$ cat src/rlb_regs.svh
`ifndef RLB_REGS_SVH
`define RLB_REGS_SVH

// Register word offsets on the plain register port.
`define RLB_ADDR_MODE 4'h0
`define RLB_ADDR_BID 4'h1
`define RLB_ADDR_REPLY 4'h2
`define RLB_ADDR_IVAL 4'h3
`define RLB_ADDR_STATUS 4'h4

// Link role numbers held in the mode register.
`define RLB_MODE_MASTER 8'h0C
`define RLB_MODE_SLAVE 8'h0D
`define RLB_MODE_RST 8'h0C

// Bid address encoding.
`define RLB_MAX_DROP 8'h63
`define RLB_BID_BASE 8'h64
`define RLB_BID_MAX 8'hC7

// Reset values of the wait settings, in time-base ticks.
`define RLB_REPLY_RST 16'h07D0
`define RLB_IVAL_RST 16'h0064

// Time base: one tick per millisecond at a 4 ns clock.
`define RLB_TICK_NS 1000000
`define RLB_CLK_NS 4
`define RLB_TICK_CYC (`RLB_TICK_NS / `RLB_CLK_NS)

// Status register field positions.
`define RLB_ST_STATE_LSB 0
`define RLB_ST_SWEEP_BIT 3
`define RLB_ST_PEND_BIT 4
`define RLB_ST_COUNT_LSB 8

`endif

$ cat src/rlb_pkg.sv
package rlb_pkg;

    // Scheduler states; the slave role uses only ST_IDLE to ST_WAIT, ST_BIDW and ST_IVAL are the master's.
    typedef enum logic [2:0] {
        ST_IDLE,
        ST_KEY,
        ST_XMIT,
        ST_WAIT,
        ST_BIDW,
        ST_IVAL
    } rlb_state_t;

    // One link transmission request handed to the framing logic.
    typedef struct packed {
        logic is_bid;
        logic [6:0] drop;
        logic [7:0] tag;
    } rlb_tx_t;

endpackage

$ cat src/rlb_timer.sv
`timescale 1ns/1ps
`default_nettype none

module rlb_timer #(
    parameter int WIDTH = 16
) (
    input wire logic clk_in, // System clock.
    input wire logic nrst_in, // Asynchronous reset, active low.
    input wire logic tick_in, // Time-base tick, one cycle.
    input wire logic load_in, // Reload pulse.
    input wire logic [WIDTH-1:0] value_in, // Ticks to wait.
    output logic done_out // Count has reached zero.
);

    logic [WIDTH-1:0] count;

    // A load wins over a tick in the same cycle so a fresh wait is never
    // shortened by one tick.
    always_ff @(posedge clk_in or negedge nrst_in)
    begin
        if (!nrst_in)
            count <= '0;
        else if (load_in)
            count <= value_in;
        else if (tick_in && count != '0)
            count <= count - WIDTH'(1);
    end

    assign done_out = (count == '0) && !load_in;

endmodule

`default_nettype wire

$ cat src/rlb_sched.sv
// The plain strobed port and the register offsets were chosen for this implementation.
`timescale 1ns/1ps
`default_nettype none
`include "rlb_regs.svh"

module rlb_sched #(
    parameter int TICK_CYC = `RLB_TICK_CYC,
    parameter int DEPTH = 4
) (
    input wire logic clk_in, // System clock, 250 MHz.
    input wire logic nrst_in, // Asynchronous reset, active low.
    input wire logic [3:0] addr_in, // Register word address.
    input wire logic [15:0] wdata_in, // Register write data.
    input wire logic wr_in, // Register write strobe.
    input wire logic rd_in, // Register read strobe.
    output logic [15:0] rdata_out, // Read data, cycle after strobe.
    input wire logic loc_valid_in, // Local message offered.
    input wire logic [7:0] loc_tag_in, // Local message buffer tag.
    output logic loc_ready_out, // Message buffer has room.
    output logic rts_out, // Request to send to modem.
    input wire logic cts_in, // Clear to send from modem pin.
    output logic tx_start_out, // Start one link frame, pulse.
    output rlb_pkg::rlb_tx_t tx_out, // Frame request contents.
    input wire logic tx_end_in, // Frame fully sent, pulse.
    input wire logic link_done_in, // Transaction complete, pulse.
    input wire logic bid_rx_in // Slave: own bid received, pulse.
);

    localparam int AW = $clog2(DEPTH);

    rlb_pkg::rlb_state_t state;
    logic [7:0] mode;
    logic [7:0] bid_val;
    logic [7:0] sweep_top;
    logic bid_pend;
    logic sweep_on;
    logic [15:0] reply_set;
    logic [15:0] ival_set;
    logic cts_meta;
    logic cts_sync;
    logic [31:0] div_cnt;
    logic tick;
    logic reply_load;
    logic ival_load;
    logic reply_done;
    logic ival_done;
    logic [7:0] q_tag [DEPTH];
    logic [AW-1:0] q_rd;
    logic [AW-1:0] q_wr;
    logic [AW:0] q_cnt;
    logic q_push;
    logic q_pop;
    logic is_slave;
    logic next_bid;
    logic open_txn;
    logic sent_on_bid;

    // Bid values below one hundred name the drop; above, drop plus 100.
    function automatic logic [6:0] drop_of(input logic [7:0] v);
        logic [7:0] d;
        d = (v < `RLB_BID_BASE) ? v : v - `RLB_BID_BASE;
        return d[6:0];
    endfunction

    assign is_slave = (mode == `RLB_MODE_SLAVE);

    // The modem line comes from a pin, so it is resynchronised first.
    always_ff @(posedge clk_in or negedge nrst_in)
    begin
        if (!nrst_in)
        begin
            cts_meta <= 1'b0;
            cts_sync <= 1'b0;
        end
        else
        begin
            cts_meta <= cts_in;
            cts_sync <= cts_meta;
        end
    end

    // Common time base for both wait counters.
    always_ff @(posedge clk_in or negedge nrst_in)
    begin
        if (!nrst_in)
        begin
            div_cnt <= '0;
            tick <= 1'b0;
        end
        else if (div_cnt == 32'(TICK_CYC - 1))
        begin
            div_cnt <= '0;
            tick <= 1'b1;
        end
        else
        begin
            div_cnt <= div_cnt + 32'h1;
            tick <= 1'b0;
        end
    end

    rlb_timer #(.WIDTH(16)) u_reply (
        .clk_in(clk_in),
        .nrst_in(nrst_in),
        .tick_in(tick),
        .load_in(reply_load),
        .value_in(reply_set),
        .done_out(reply_done)
    );

    rlb_timer #(.WIDTH(16)) u_ival (
        .clk_in(clk_in),
        .nrst_in(nrst_in),
        .tick_in(tick),
        .load_in(ival_load),
        .value_in(ival_set),
        .done_out(ival_done)
    );

    // Register writes; a bid write above 199 is outside the modes kept
    // here and is ignored so a stray value cannot bid a drop above 99.
    always_ff @(posedge clk_in or negedge nrst_in)
    begin
        if (!nrst_in)
        begin
            mode <= `RLB_MODE_RST;
            reply_set <= `RLB_REPLY_RST;
            ival_set <= `RLB_IVAL_RST;
        end
        else if (wr_in)
        begin
            if (addr_in == `RLB_ADDR_MODE)
                mode <= wdata_in[7:0];
            if (addr_in == `RLB_ADDR_REPLY)
                reply_set <= wdata_in;
            if (addr_in == `RLB_ADDR_IVAL)
                ival_set <= wdata_in;
        end
    end

    // Read data is registered and stands only in the cycle after the
    // strobe; unmapped words read as zero.
    always_ff @(posedge clk_in or negedge nrst_in)
    begin
        if (!nrst_in)
            rdata_out <= 16'h0000;
        else if (rd_in)
        begin
            unique case (addr_in)
                `RLB_ADDR_MODE: rdata_out <= {8'h00, mode};
                `RLB_ADDR_BID: rdata_out <= {8'h00, bid_val};
                `RLB_ADDR_REPLY: rdata_out <= reply_set;
                `RLB_ADDR_IVAL: rdata_out <= ival_set;
                `RLB_ADDR_STATUS:
                begin
                    rdata_out <= 16'h0000;
                    rdata_out[`RLB_ST_STATE_LSB +: 3] <= state;
                    rdata_out[`RLB_ST_SWEEP_BIT] <= sweep_on;
                    rdata_out[`RLB_ST_PEND_BIT] <= bid_pend;
                    rdata_out[`RLB_ST_COUNT_LSB +: 8] <= 8'(q_cnt);
                end
                default: rdata_out <= 16'h0000;
            endcase
        end
        else
            rdata_out <= 16'h0000;
    end

    // Message buffer: oldest first, so a slave releases in arrival order.
    assign loc_ready_out = (q_cnt != (AW+1)'(DEPTH));
    assign q_push = loc_valid_in && loc_ready_out;
    assign q_pop = tx_start_out && !tx_out.is_bid;

    always_ff @(posedge clk_in or negedge nrst_in)
    begin
        if (!nrst_in)
        begin
            q_rd <= '0;
            q_wr <= '0;
            q_cnt <= '0;
        end
        else
        begin
            if (q_push)
                q_wr <= AW'((q_wr + 1'b1) % DEPTH);
            if (q_pop)
                q_rd <= AW'((q_rd + 1'b1) % DEPTH);
            if (q_push && !q_pop)
                q_cnt <= q_cnt + 1'b1;
            else if (q_pop && !q_push)
                q_cnt <= q_cnt - 1'b1;
        end
    end

    always_ff @(posedge clk_in)
    begin
        if (q_push)
            q_tag[q_wr] <= loc_tag_in;
    end

    // The bid step that follows the interval: stop at 100, else count down.
    assign next_bid = sweep_on && bid_val != `RLB_BID_BASE;

    // Wait counters restart on entry to ST_BIDW, the slave reply window and an interval after ST_BIDW.
    assign reply_load = (!is_slave && state == rlb_pkg::ST_XMIT
                         && tx_end_in && tx_out.is_bid)
                        || (is_slave && state == rlb_pkg::ST_IDLE
                            && bid_rx_in);
    assign ival_load = state == rlb_pkg::ST_BIDW
                       && (reply_done || link_done_in) && sweep_on;

    // Link scheduler. Software bid writes are folded in here because the
    // sweep counter is also stepped by the scheduler; the write is applied
    // last so that a new bid is never lost to a same-cycle clear or step.
    always_ff @(posedge clk_in or negedge nrst_in)
    begin
        if (!nrst_in)
        begin
            state <= rlb_pkg::ST_IDLE;
            bid_val <= 8'h00;
            sweep_top <= 8'h00;
            bid_pend <= 1'b0;
            sweep_on <= 1'b0;
            rts_out <= 1'b0;
            tx_start_out <= 1'b0;
            tx_out <= '0;
        end
        else
        begin
            tx_start_out <= 1'b0;
            unique case (state)
                rlb_pkg::ST_IDLE:
                begin
                    if (is_slave)
                    begin
                        // A bid that arrives in ST_IDLE is answered while a message waits.
                        if (bid_rx_in && q_cnt != '0)
                        begin
                            tx_out <= '{1'b0, 7'h00, q_tag[q_rd]};
                            rts_out <= 1'b1;
                            state <= rlb_pkg::ST_KEY;
                        end
                    end
                    else if (q_cnt != '0)
                    begin
                        tx_out <= '{1'b0, 7'h00, q_tag[q_rd]};
                        rts_out <= 1'b1;
                        state <= rlb_pkg::ST_KEY;
                    end
                    else if (bid_pend)
                    begin
                        tx_out <= '{1'b1, drop_of(bid_val), 8'h00};
                        bid_pend <= 1'b0;
                        rts_out <= 1'b1;
                        state <= rlb_pkg::ST_KEY;
                    end
                end
                rlb_pkg::ST_KEY:
                begin
                    if (is_slave && reply_done)
                    begin
                        rts_out <= 1'b0;
                        state <= rlb_pkg::ST_IDLE;
                    end
                    else if (cts_sync)
                    begin
                        tx_start_out <= 1'b1;
                        state <= rlb_pkg::ST_XMIT;
                    end
                end
                rlb_pkg::ST_XMIT:
                begin
                    if (tx_end_in)
                    begin
                        rts_out <= 1'b0;
                        state <= tx_out.is_bid ? rlb_pkg::ST_BIDW
                                               : rlb_pkg::ST_WAIT;
                    end
                end
                rlb_pkg::ST_WAIT:
                begin
                    if (link_done_in || (is_slave && reply_done))
                    begin
                        if (is_slave || !sweep_on)
                            state <= rlb_pkg::ST_IDLE;
                        else
                            state <= rlb_pkg::ST_IVAL;
                    end
                end
                rlb_pkg::ST_BIDW:
                begin
                    // A silent slave is closed out by the reply timeout.
                    if (reply_done || link_done_in)
                        state <= sweep_on ? rlb_pkg::ST_IVAL
                                          : rlb_pkg::ST_IDLE;
                end
                rlb_pkg::ST_IVAL:
                begin
                    if (q_cnt != '0)
                    begin
                        tx_out <= '{1'b0, 7'h00, q_tag[q_rd]};
                        rts_out <= 1'b1;
                        state <= rlb_pkg::ST_KEY;
                    end
                    else if (ival_done && next_bid)
                    begin
                        bid_val <= bid_val - 8'h01;
                        tx_out <= '{1'b1, drop_of(bid_val - 8'h01), 8'h00};
                        rts_out <= 1'b1;
                        state <= rlb_pkg::ST_KEY;
                    end
                    else if (ival_done)
                    begin
                        sweep_on <= 1'b0;
                        state <= rlb_pkg::ST_IDLE;
                    end
                end
                default: state <= rlb_pkg::ST_IDLE;
            endcase
            // Exactly one hundred is a single bid to drop zero, not a sweep.
            if (wr_in && addr_in == `RLB_ADDR_BID
                && wdata_in[7:0] <= `RLB_BID_MAX && wdata_in[15:8] == 8'h00)
            begin
                bid_val <= wdata_in[7:0];
                sweep_top <= wdata_in[7:0];
                bid_pend <= 1'b1;
                sweep_on <= (wdata_in[7:0] > `RLB_BID_BASE);
            end
        end
    end

    // Helper state for the checks below.
    always_ff @(posedge clk_in or negedge nrst_in)
    begin
        if (!nrst_in)
        begin
            open_txn <= 1'b0;
            sent_on_bid <= 1'b0;
        end
        else
        begin
            if (tx_start_out)
                open_txn <= 1'b1;
            else if (state == rlb_pkg::ST_IDLE || state == rlb_pkg::ST_IVAL)
                open_txn <= 1'b0;
            if (is_slave && bid_rx_in && state == rlb_pkg::ST_IDLE)
                sent_on_bid <= 1'b0;
            else if (tx_start_out)
                sent_on_bid <= 1'b1;
        end
    end

    a_start_keyed: assert property (@(posedge clk_in) disable iff (!nrst_in)
        tx_start_out |-> rts_out && $past(cts_sync))
        else $error("Frame started without clear to send.");

    a_single_flight: assert property (@(posedge clk_in) disable iff (!nrst_in)
        tx_start_out |-> !$past(open_txn))
        else $error("Second frame started with one open.");

    a_drop_range: assert property (@(posedge clk_in) disable iff (!nrst_in)
        tx_start_out && tx_out.is_bid |-> tx_out.drop <= 7'h63)
        else $error("Bid drop above 99.");

    a_slave_no_bid: assert property (@(posedge clk_in) disable iff (!nrst_in)
        tx_start_out && is_slave |-> !tx_out.is_bid && sent_on_bid == 1'b0
        ##0 $past(state, 1) != rlb_pkg::ST_IDLE)
        else $error("Slave sent without a bid or twice on one bid.");

    a_slave_window: assert property (@(posedge clk_in) disable iff (!nrst_in)
        is_slave && state == rlb_pkg::ST_KEY && reply_done
        |=> state == rlb_pkg::ST_IDLE && !rts_out)
        else $error("Slave kept keying past reply window.");

    a_bid_zero: assert property (@(posedge clk_in) disable iff (!nrst_in)
        wr_in && addr_in == `RLB_ADDR_BID && wdata_in == 16'h0064
        && state == rlb_pkg::ST_IDLE && q_cnt == '0
        |=> ##1 tx_out.is_bid && tx_out.drop == 7'h00)
        else $error("Bid value 100 did not target drop zero.");

    a_sweep_start: assert property (@(posedge clk_in) disable iff (!nrst_in)
        wr_in && addr_in == `RLB_ADDR_BID && wdata_in > 16'h0064
        && wdata_in <= 16'h00C7 |=> sweep_on && bid_val == sweep_top)
        else $error("Sweep not started from written value.");

    a_step_order: assert property (@(posedge clk_in) disable iff (!nrst_in)
        $rose(state == rlb_pkg::ST_IVAL) && $past(state) == rlb_pkg::ST_BIDW
        |-> $past(reply_done || link_done_in))
        else $error("Interval entered before reply wait ended.");

    a_silent_end: assert property (@(posedge clk_in) disable iff (!nrst_in)
        state == rlb_pkg::ST_BIDW && reply_done
        |=> state != rlb_pkg::ST_BIDW)
        else $error("Bid wait outlived reply timeout.");

    a_slave_release: assert property (@(posedge clk_in) disable iff (!nrst_in)
        is_slave && state == rlb_pkg::ST_WAIT && link_done_in
        |=> state == rlb_pkg::ST_IDLE && !rts_out)
        else $error("Slave kept the link after its transaction.");

endmodule

`default_nettype wire

$ cat config.mk
export PLATFORM = sky130hd
export DESIGN_NAME = rlb_sched
export DESIGN_NICKNAME = d
export VERILOG_FILES = /design/src/rlb_pkg.sv /design/src/rlb_timer.sv /design/src/rlb_sched.sv
export VERILOG_INCLUDE_DIRS = /design/src /design/src/src
export SDC_FILE = /design/constraint.sdc
export NUM_CORES = 1
export LEC_CHECK = 0
export BUFFER_PORTS_ARGS = -buffer_cell sky130_fd_sc_hd__buf_2
export CORE_ASPECT_RATIO = 1.75
export CORE_MARGIN = 2
export CORE_UTILIZATION = 35
export CTS_CLUSTER_SIZE = 20
export DETAILED_ROUTE_END_ITERATION = 8
export PLACE_DENSITY_LB_ADDON = 0.15
export SLEW_MARGIN = 20
export SYNTH_ARGS = -nofsm -noshare
export SYNTH_HDL_FRONTEND = slang
export SYNTH_SLANG_ARGS = --single-unit
$ cat constraint.sdc
create_clock -name clk_in -period 6.05 [get_ports clk_in]
set_input_delay 0.3025 -clock clk_in [delete_from_list [all_inputs] [get_ports clk_in]]
set_output_delay 0.3025 -clock clk_in [all_outputs]
set_load 0.05 [all_outputs]
Word level (Yosys, flattened, before mapping)
Memory sizes are Yosys's and may differ from the RTL's.
Cells that the tools add are included.
{"block": "word_totals", "register_bits": 161, "ramBits": 32, "inputBits": 37, "out_inout_bits": 35, "wordCells": 183, "memories": 1}
{"memory": "q_tag", "depth": 4, "word_bits": 8, "rd": 1, "rd_clocked_by_memory_dff": 0, "wr": 1, "line": "rlb_sched.sv:47", "source": "logic [7:0] q_tag [DEPTH];"}
{"block": "classes", "addsub": 10, "n_lt_le_gt_ge": 4, "eq_ne": 25, "n_mux": 62, "n_reduce_logical": 59}
{"op": "$mux 16", "n": 11}
{"op": "$pmux 16 s5", "n": 1}
{"op": "$mux 3", "n": 17}
{"op": "$add 32x1->32 const B", "n": 1}
{"op": "$eq 32x18->1 const B", "n": 1}
{"op": "$logic_not 16->1", "n": 2}
{"op": "$mux 32", "n": 1}
{"op": "$mux 8", "n": 4}
{"op": "$pmux 16 s2", "n": 1}
{"op": "$reduce_bool 16->1", "n": 2}
{"op": "$sub 16x1->16 const B", "n": 2}
{"op": "$mux 1", "n": 23}
{"op": "$logic_and 1x1->1", "n": 22}
{"op": "$pmux 3 s6", "n": 1}
{"op": "$lt 8x7->1 const B", "n": 2}
{"op": "$reduce_bool 2->1", "n": 8}
{"op": "$mux 7", "n": 2}
{"op": "$sub 7x7->7 const B", "n": 2}
{"op": "$ne 3x3->1 const B", "n": 4}
{"op": "$eq 4x2->1 const B", "n": 2}
{"op": "$eq 8x4->1 const B", "n": 1}
{"op": "$gt 8x7->1 const B", "n": 1}
{"op": "$le 8x8->1 const B", "n": 1}
{"op": "$logic_not 8->1", "n": 1}
{"op": "25 further kinds", "n": 47}

Longest topological paths before layout
{"block": "depth", "word_depth": 18, "mapped_depth": 11, "ltp_nobuf": 10}

Hierarchy
From an unflattened synthesis, not the netlist that was laid out.
{"block": "unflattened", "hier_cells": 906, "area_unflattened_um2": 9884.5}
{"mod": "rlb_sched", "n_inst": 1, "cells_each": 651, "area_per_inst_um2": 7657.3, "seq_area_each_um2": 4202.8}
{"mod": "rlb_timer (u_reply)", "n_inst": 1, "cells_each": 126, "area_per_inst_um2": 1117.3, "seq_area_each_um2": 400.4}
{"mod": "rlb_timer (u_ival)", "n_inst": 1, "cells_each": 129, "area_per_inst_um2": 1109.8, "seq_area_each_um2": 400.4}

Worst setup path before layout
No wires, ideal clock.
{"block": "synth_timing", "path_kind": "reg-to-reg", "startpoint": "reg u_reply.count[4]", "endpoint": "reg u_ival.count[10]", "setup_time_ns": 0.125, "arrival_ns": 2.550, "t_required_ns": 5.925, "setup_slack_ns": 3.375, "stages_incl_launch_ff": 8, "path_buffers": 1, "period_less_slack_ns": 2.675, "path_cell_list": "dfrtp_1 or4_4 nor4_4 and3_2 a21oi_2 nor4b_4 buf_6 mux2_2"}
{"block": "synth_between", "elab_chain_len": 6, "elab_cells_between_ends": 7, "classes_between": "mux: 1; reduce/logical: 6"}
{"element": "start, declared", "line": "rlb_timer.sv:15", "source": "logic [WIDTH-1:0] count;"}
{"element": "start signal, assigned", "line": "rlb_timer.sv:24", "source": "count <= value_in;"}
{"element": "start signal, assigned", "line": "rlb_timer.sv:26", "source": "count <= count - WIDTH'(1);"}
{"element": "$logic_not 16->1 (*)", "line": "rlb_timer.sv:29", "source": "assign done_out = (count == '0) && !load_in;"}
{"element": "$logic_and 1x1->1 (*)", "line": "rlb_timer.sv:29"}
{"element": "$logic_or 1x1->1 (*)", "line": "rlb_sched.sv:210", "source": "&& (reply_done || link_done_in) && sweep_on;"}
{"element": "$logic_and 1x1->1 (*) (2 in a row)", "line": "rlb_sched.sv:210"}
{"element": "$mux 16 / $reduce_bool 2->1 (equally long branches)"}
{"element": "end signal, assigned", "line": "rlb_timer.sv:24"}
{"element": "end signal, assigned", "line": "rlb_timer.sv:26"}
{"element": "end, declared", "line": "rlb_timer.sv:15"}
Every way passes the cells marked *; elsewhere a longest branch is shown, timed or not.
A chain may end at the register's enable or synchronous reset.

Final worst setup path
{"block": "layout_timing", "startpoint": "reg bid_val[2]", "endpoint": "reg tx_out[10] in the netlist's numbering"}
{"block": "layout_between", "elab_chain_len": 6, "elab_cells_between_ends": 18, "classes_between": "add/sub: 3; order compare: 2; eq/ne: 2; mux: 8; reduce/logical: 3"}
{"element": "start, declared", "line": "rlb_sched.sv:33", "source": "logic [7:0] bid_val;"}
{"element": "start signal, assigned", "line": "rlb_sched.sv:307", "source": "bid_val <= bid_val - 8'h01;"}
{"element": "start signal, assigned", "line": "rlb_sched.sv:324", "source": "bid_val <= wdata_in[7:0];"}
{"element": "$sub 8x1->8, or another cell as far along", "line": "rlb_sched.sv:308", "source": "tx_out <= '{1'b1, drop_of(bid_val - 8'h01), 8'h00};"}
{"element": "$sub 7x7->7 (no source line), or another cell as far along"}
{"element": "$mux 7 (no source line) / $mux 16 (equally long branches)"}
{"element": "$mux 16 (on tied branches)", "line": "rlb_sched.sv:305, rlb_sched.sv:244"}
{"element": "$mux 16 (on tied branches)", "line": "rlb_sched.sv:299, rlb_sched.sv:234"}
{"element": "$pmux 16 s2", "line": "rlb_sched.sv:231", "source": "unique case (state)"}
{"element": "end signal, assigned", "line": "rlb_sched.sv:239", "source": "tx_out <= '{1'b0, 7'h00, q_tag[q_rd]};"}
{"element": "end signal, assigned", "line": "rlb_sched.sv:301", "source": "tx_out <= '{1'b0, 7'h00, q_tag[q_rd]};"}
{"element": "end signal, assigned", "line": "rlb_sched.sv:308"}
{"element": "end, declared", "line": "rlb_sched.sv:23", "source": "output rlb_pkg::rlb_tx_t tx_out,"}
Several ways; a longest one is shown, not always the timed one. The select of a mux whose other input is x is not followed.

==> run metrics <==
critical path, cell by cell=nor3_2 > xnor2_1 > ha_1 > a21oi_1 > o211a_1 > o21ai_0 > a21boi_0 > or4b_1 > a31oi_1; via count=6,591; area grow syn2layout=14.7%; final-report max-slew violation count=0; number of flops mapped to enable cells by yosys=32; worst vdd ir=352 uV; Via-to-Cell Ratio=5.35; Die Y=220 um; Clock Path Buffers=2; sequential area share after synthesis=53.6%; Crit path depth=9; Routed Antenna Nets=0; CTS sink count=193; startpoint types=register; crit path capture type=register; hold_ws=-16.1 ps; r2r setup slk=3110 ps; Worst Slack Setup Final=3110 ps; most frequent cells in the layout=dfrtp_1, buf_2, nor2_1, mux2_2, nand2_1; synthesized instance count=823; commonest non-fill, non-tap cell in the layout=dfrtp_1; Clk Latency, worst-skew pair=450 ps; crit-path leading delay family=simple AND/OR/NAND/NOR gates; syn nets=874; # DRC=0; worst path required time=6420 ps; fmax=340 MHz; Hold/Removal Path Class=in -> async; IO Count=72; Register-to-Register Path Depth=9; dpl cell area=10,100 um2; Final Hold Viols=21; die area=28,100 um2; post-route setup TNS=0 ps; vias in the first global route=6,878; Clock Skew=14.1 ps; mapped cell area=9340 um2; Fillers=2,583; syn_area_per_cell=11.3 um2; wire per inst=19.8 um; worst-margin pin slew=1060 ps; Yosys reg bits=193; Total Wirelength=24,400 um; fin nets=945; ratio of cells with drive above 1 in the final layout=23.2%; Die X-Extent=127 um; cts repair resizes=0; RSZ-0062 raised after global routing=false; ys flop type=dfrtp_1; critical-path maximum fanout=7; Final Setup Violations=0; WP buf/inv=0; Slowest cell on crit path=or4b_1; Post-Place Setup Slack=3150 ps; First DRT Iteration DRCs=384; Pwr Density=395 nW/um2; design area=10,700 um2; FP Rows=79; Min Clock Period, post-route=2940 ps; critical path class=reg -> reg; asr flop ratio synth=83.4%; CORE AREA=26,400 um2; total power=4230 uW; clock-pin transition on the worst setup and hold timing paths=80 ps; htree depth=4; Tot GR Track Use=18.1%; violated checks=negative hold slack; Slew headroom=29.3%; Unique masters post-synth=73; top post-synthesis cells by area=dfrtp_1, edfxtp_1, mux2_2; largest net degree at the start of global routing=107; first-pass GRT wire length=38,600 um; initial antenna violation count=0; leading area contributor after synthesis=dfrtp_1; hpwl dp=17,700 um; CTS tree=built; Synth top area share=40.2%; GP Congestion=0.803; crit-path max cell delay=520 ps; Antenna Cells=0; Starting Density=35.4%; Max-Cap Viols=0; First-pass DRT Iterations=5; period utilisation layout=48.6%; CTS Root Cell=clkbuf_16; GRT overflow=0; Lkg Pwr=0.00444 uW; number of port buffers=71; status=complete, but fails checks; Critical Path AT=3310 ps; CTS Buf Count=17; YS warnings=0
registers in the layout, indices dropped and copies added (netlist names):
name	count
bid_pend	1
bid_val	8
cts_meta	1
cts_sync	1
div_cnt	32
ival_set	16
mode	8
q_cnt	3
q_rd	2
q_tag	32
q_wr	2
rdata_out	16
reply_set	16
rts_out	1
state	3
sweep_on	1
tick	1
tx_out	16
tx_start_out	1
u_ival.count	16
u_reply.count	16
final cells by class:
cell class	count	area [um2]	share of cell area [%]
timing repair buffer	84	464	4.33
inverter	28	105	0.981
clock buffer	17	425	3.97
sequential	193	5000	46.7
multi-input combinational	570	4110	38.4
clock inverter	15	201	1.88
tap	324	405	3.78
per-layer routing:
metal	global-route usage (%)	part of all wire, %	up-vias	routed length, um
met4	7.40	2.8	0	684
met2	34.3	55	132	13500
met1	19.6	39	3294	9400
li1	-	-	3133	-
met3	3.45	3.4	32	829
met5	0	0	-	0
cell families after synthesis:
family / count (synthesis) / share of synthesized area, %
buffers and inverters: 60 / 2.50
XOR/XNOR: 74 / 6.94
AO/OA/AOI/OAI: 142 / 9.89
flip-flops: 193 / 53.6
adder cells (fa/ha/maj): 14 / 1.96
AND/OR/NAND/NOR: 267 / 15.4
multiplexers: 73 / 9.71
stage by stage:
step / cells / hold WS [ps] / utilization [%]
6_report: 1231 / -16.1 / 40.6
2_1_floorplan: 823 / 6.91 / -
3_3_place_gp: 1198 / 331 / 38.2
3_5_place_dp: 1198 / 345 / 38.2
4_1_cts: 1231 / 46.4 / 40.6
5_1_grt: 1231 / 47.3 / 40.6
synthesized netlist by cell type (all sizes together) (3+ instances only):
cell,instances
a211oi,3
a21o,4
a21oi,33
a222oi,6
a22oi,15
a31oi,10
and2,3
and3,12
buf,5
clkbuf,27
dfrtp,150
dfstp,11
edfxtp,32
ha,13
inv,28
mux2,61
mux2i,4
mux4,8
nand2,59
nand2b,5
nand3,26
nand3b,14
nand4,10
nand4b,3
nor2,61
nor2b,5
nor3,26
nor4,14
nor4b,6
o21a,3
o21ai,41
o221ai,3
or2,3
or3,8
or4,5
xnor2,34
xor2,40
worst paths after layout:
check / from / end
worst max-delay path: bid_val[2] / tx_out[10]
worst min register to register: cts_meta / cts_sync
worst min-delay path: nrst_in / ival_set[15]
max in group asynchronous: nrst_in / u_ival.count[13]
worst max register to register: bid_val[2] / tx_out[10]
min in group clk_in: loc_tag_in[5] / q_tag[2][5]
timing repair:
item | 4_1_cts | 5_1_grt
setup buffers | 0 | 0
hold buffers | 1 | 0
endpoints found under the hold margin | 1 | 0
power by group:
part / switching, uW / internal (uW)
logic: 643 / 461
clock network: 542 / 664
registers: 307 / 1620
Power figures use the tool's default switching activity.
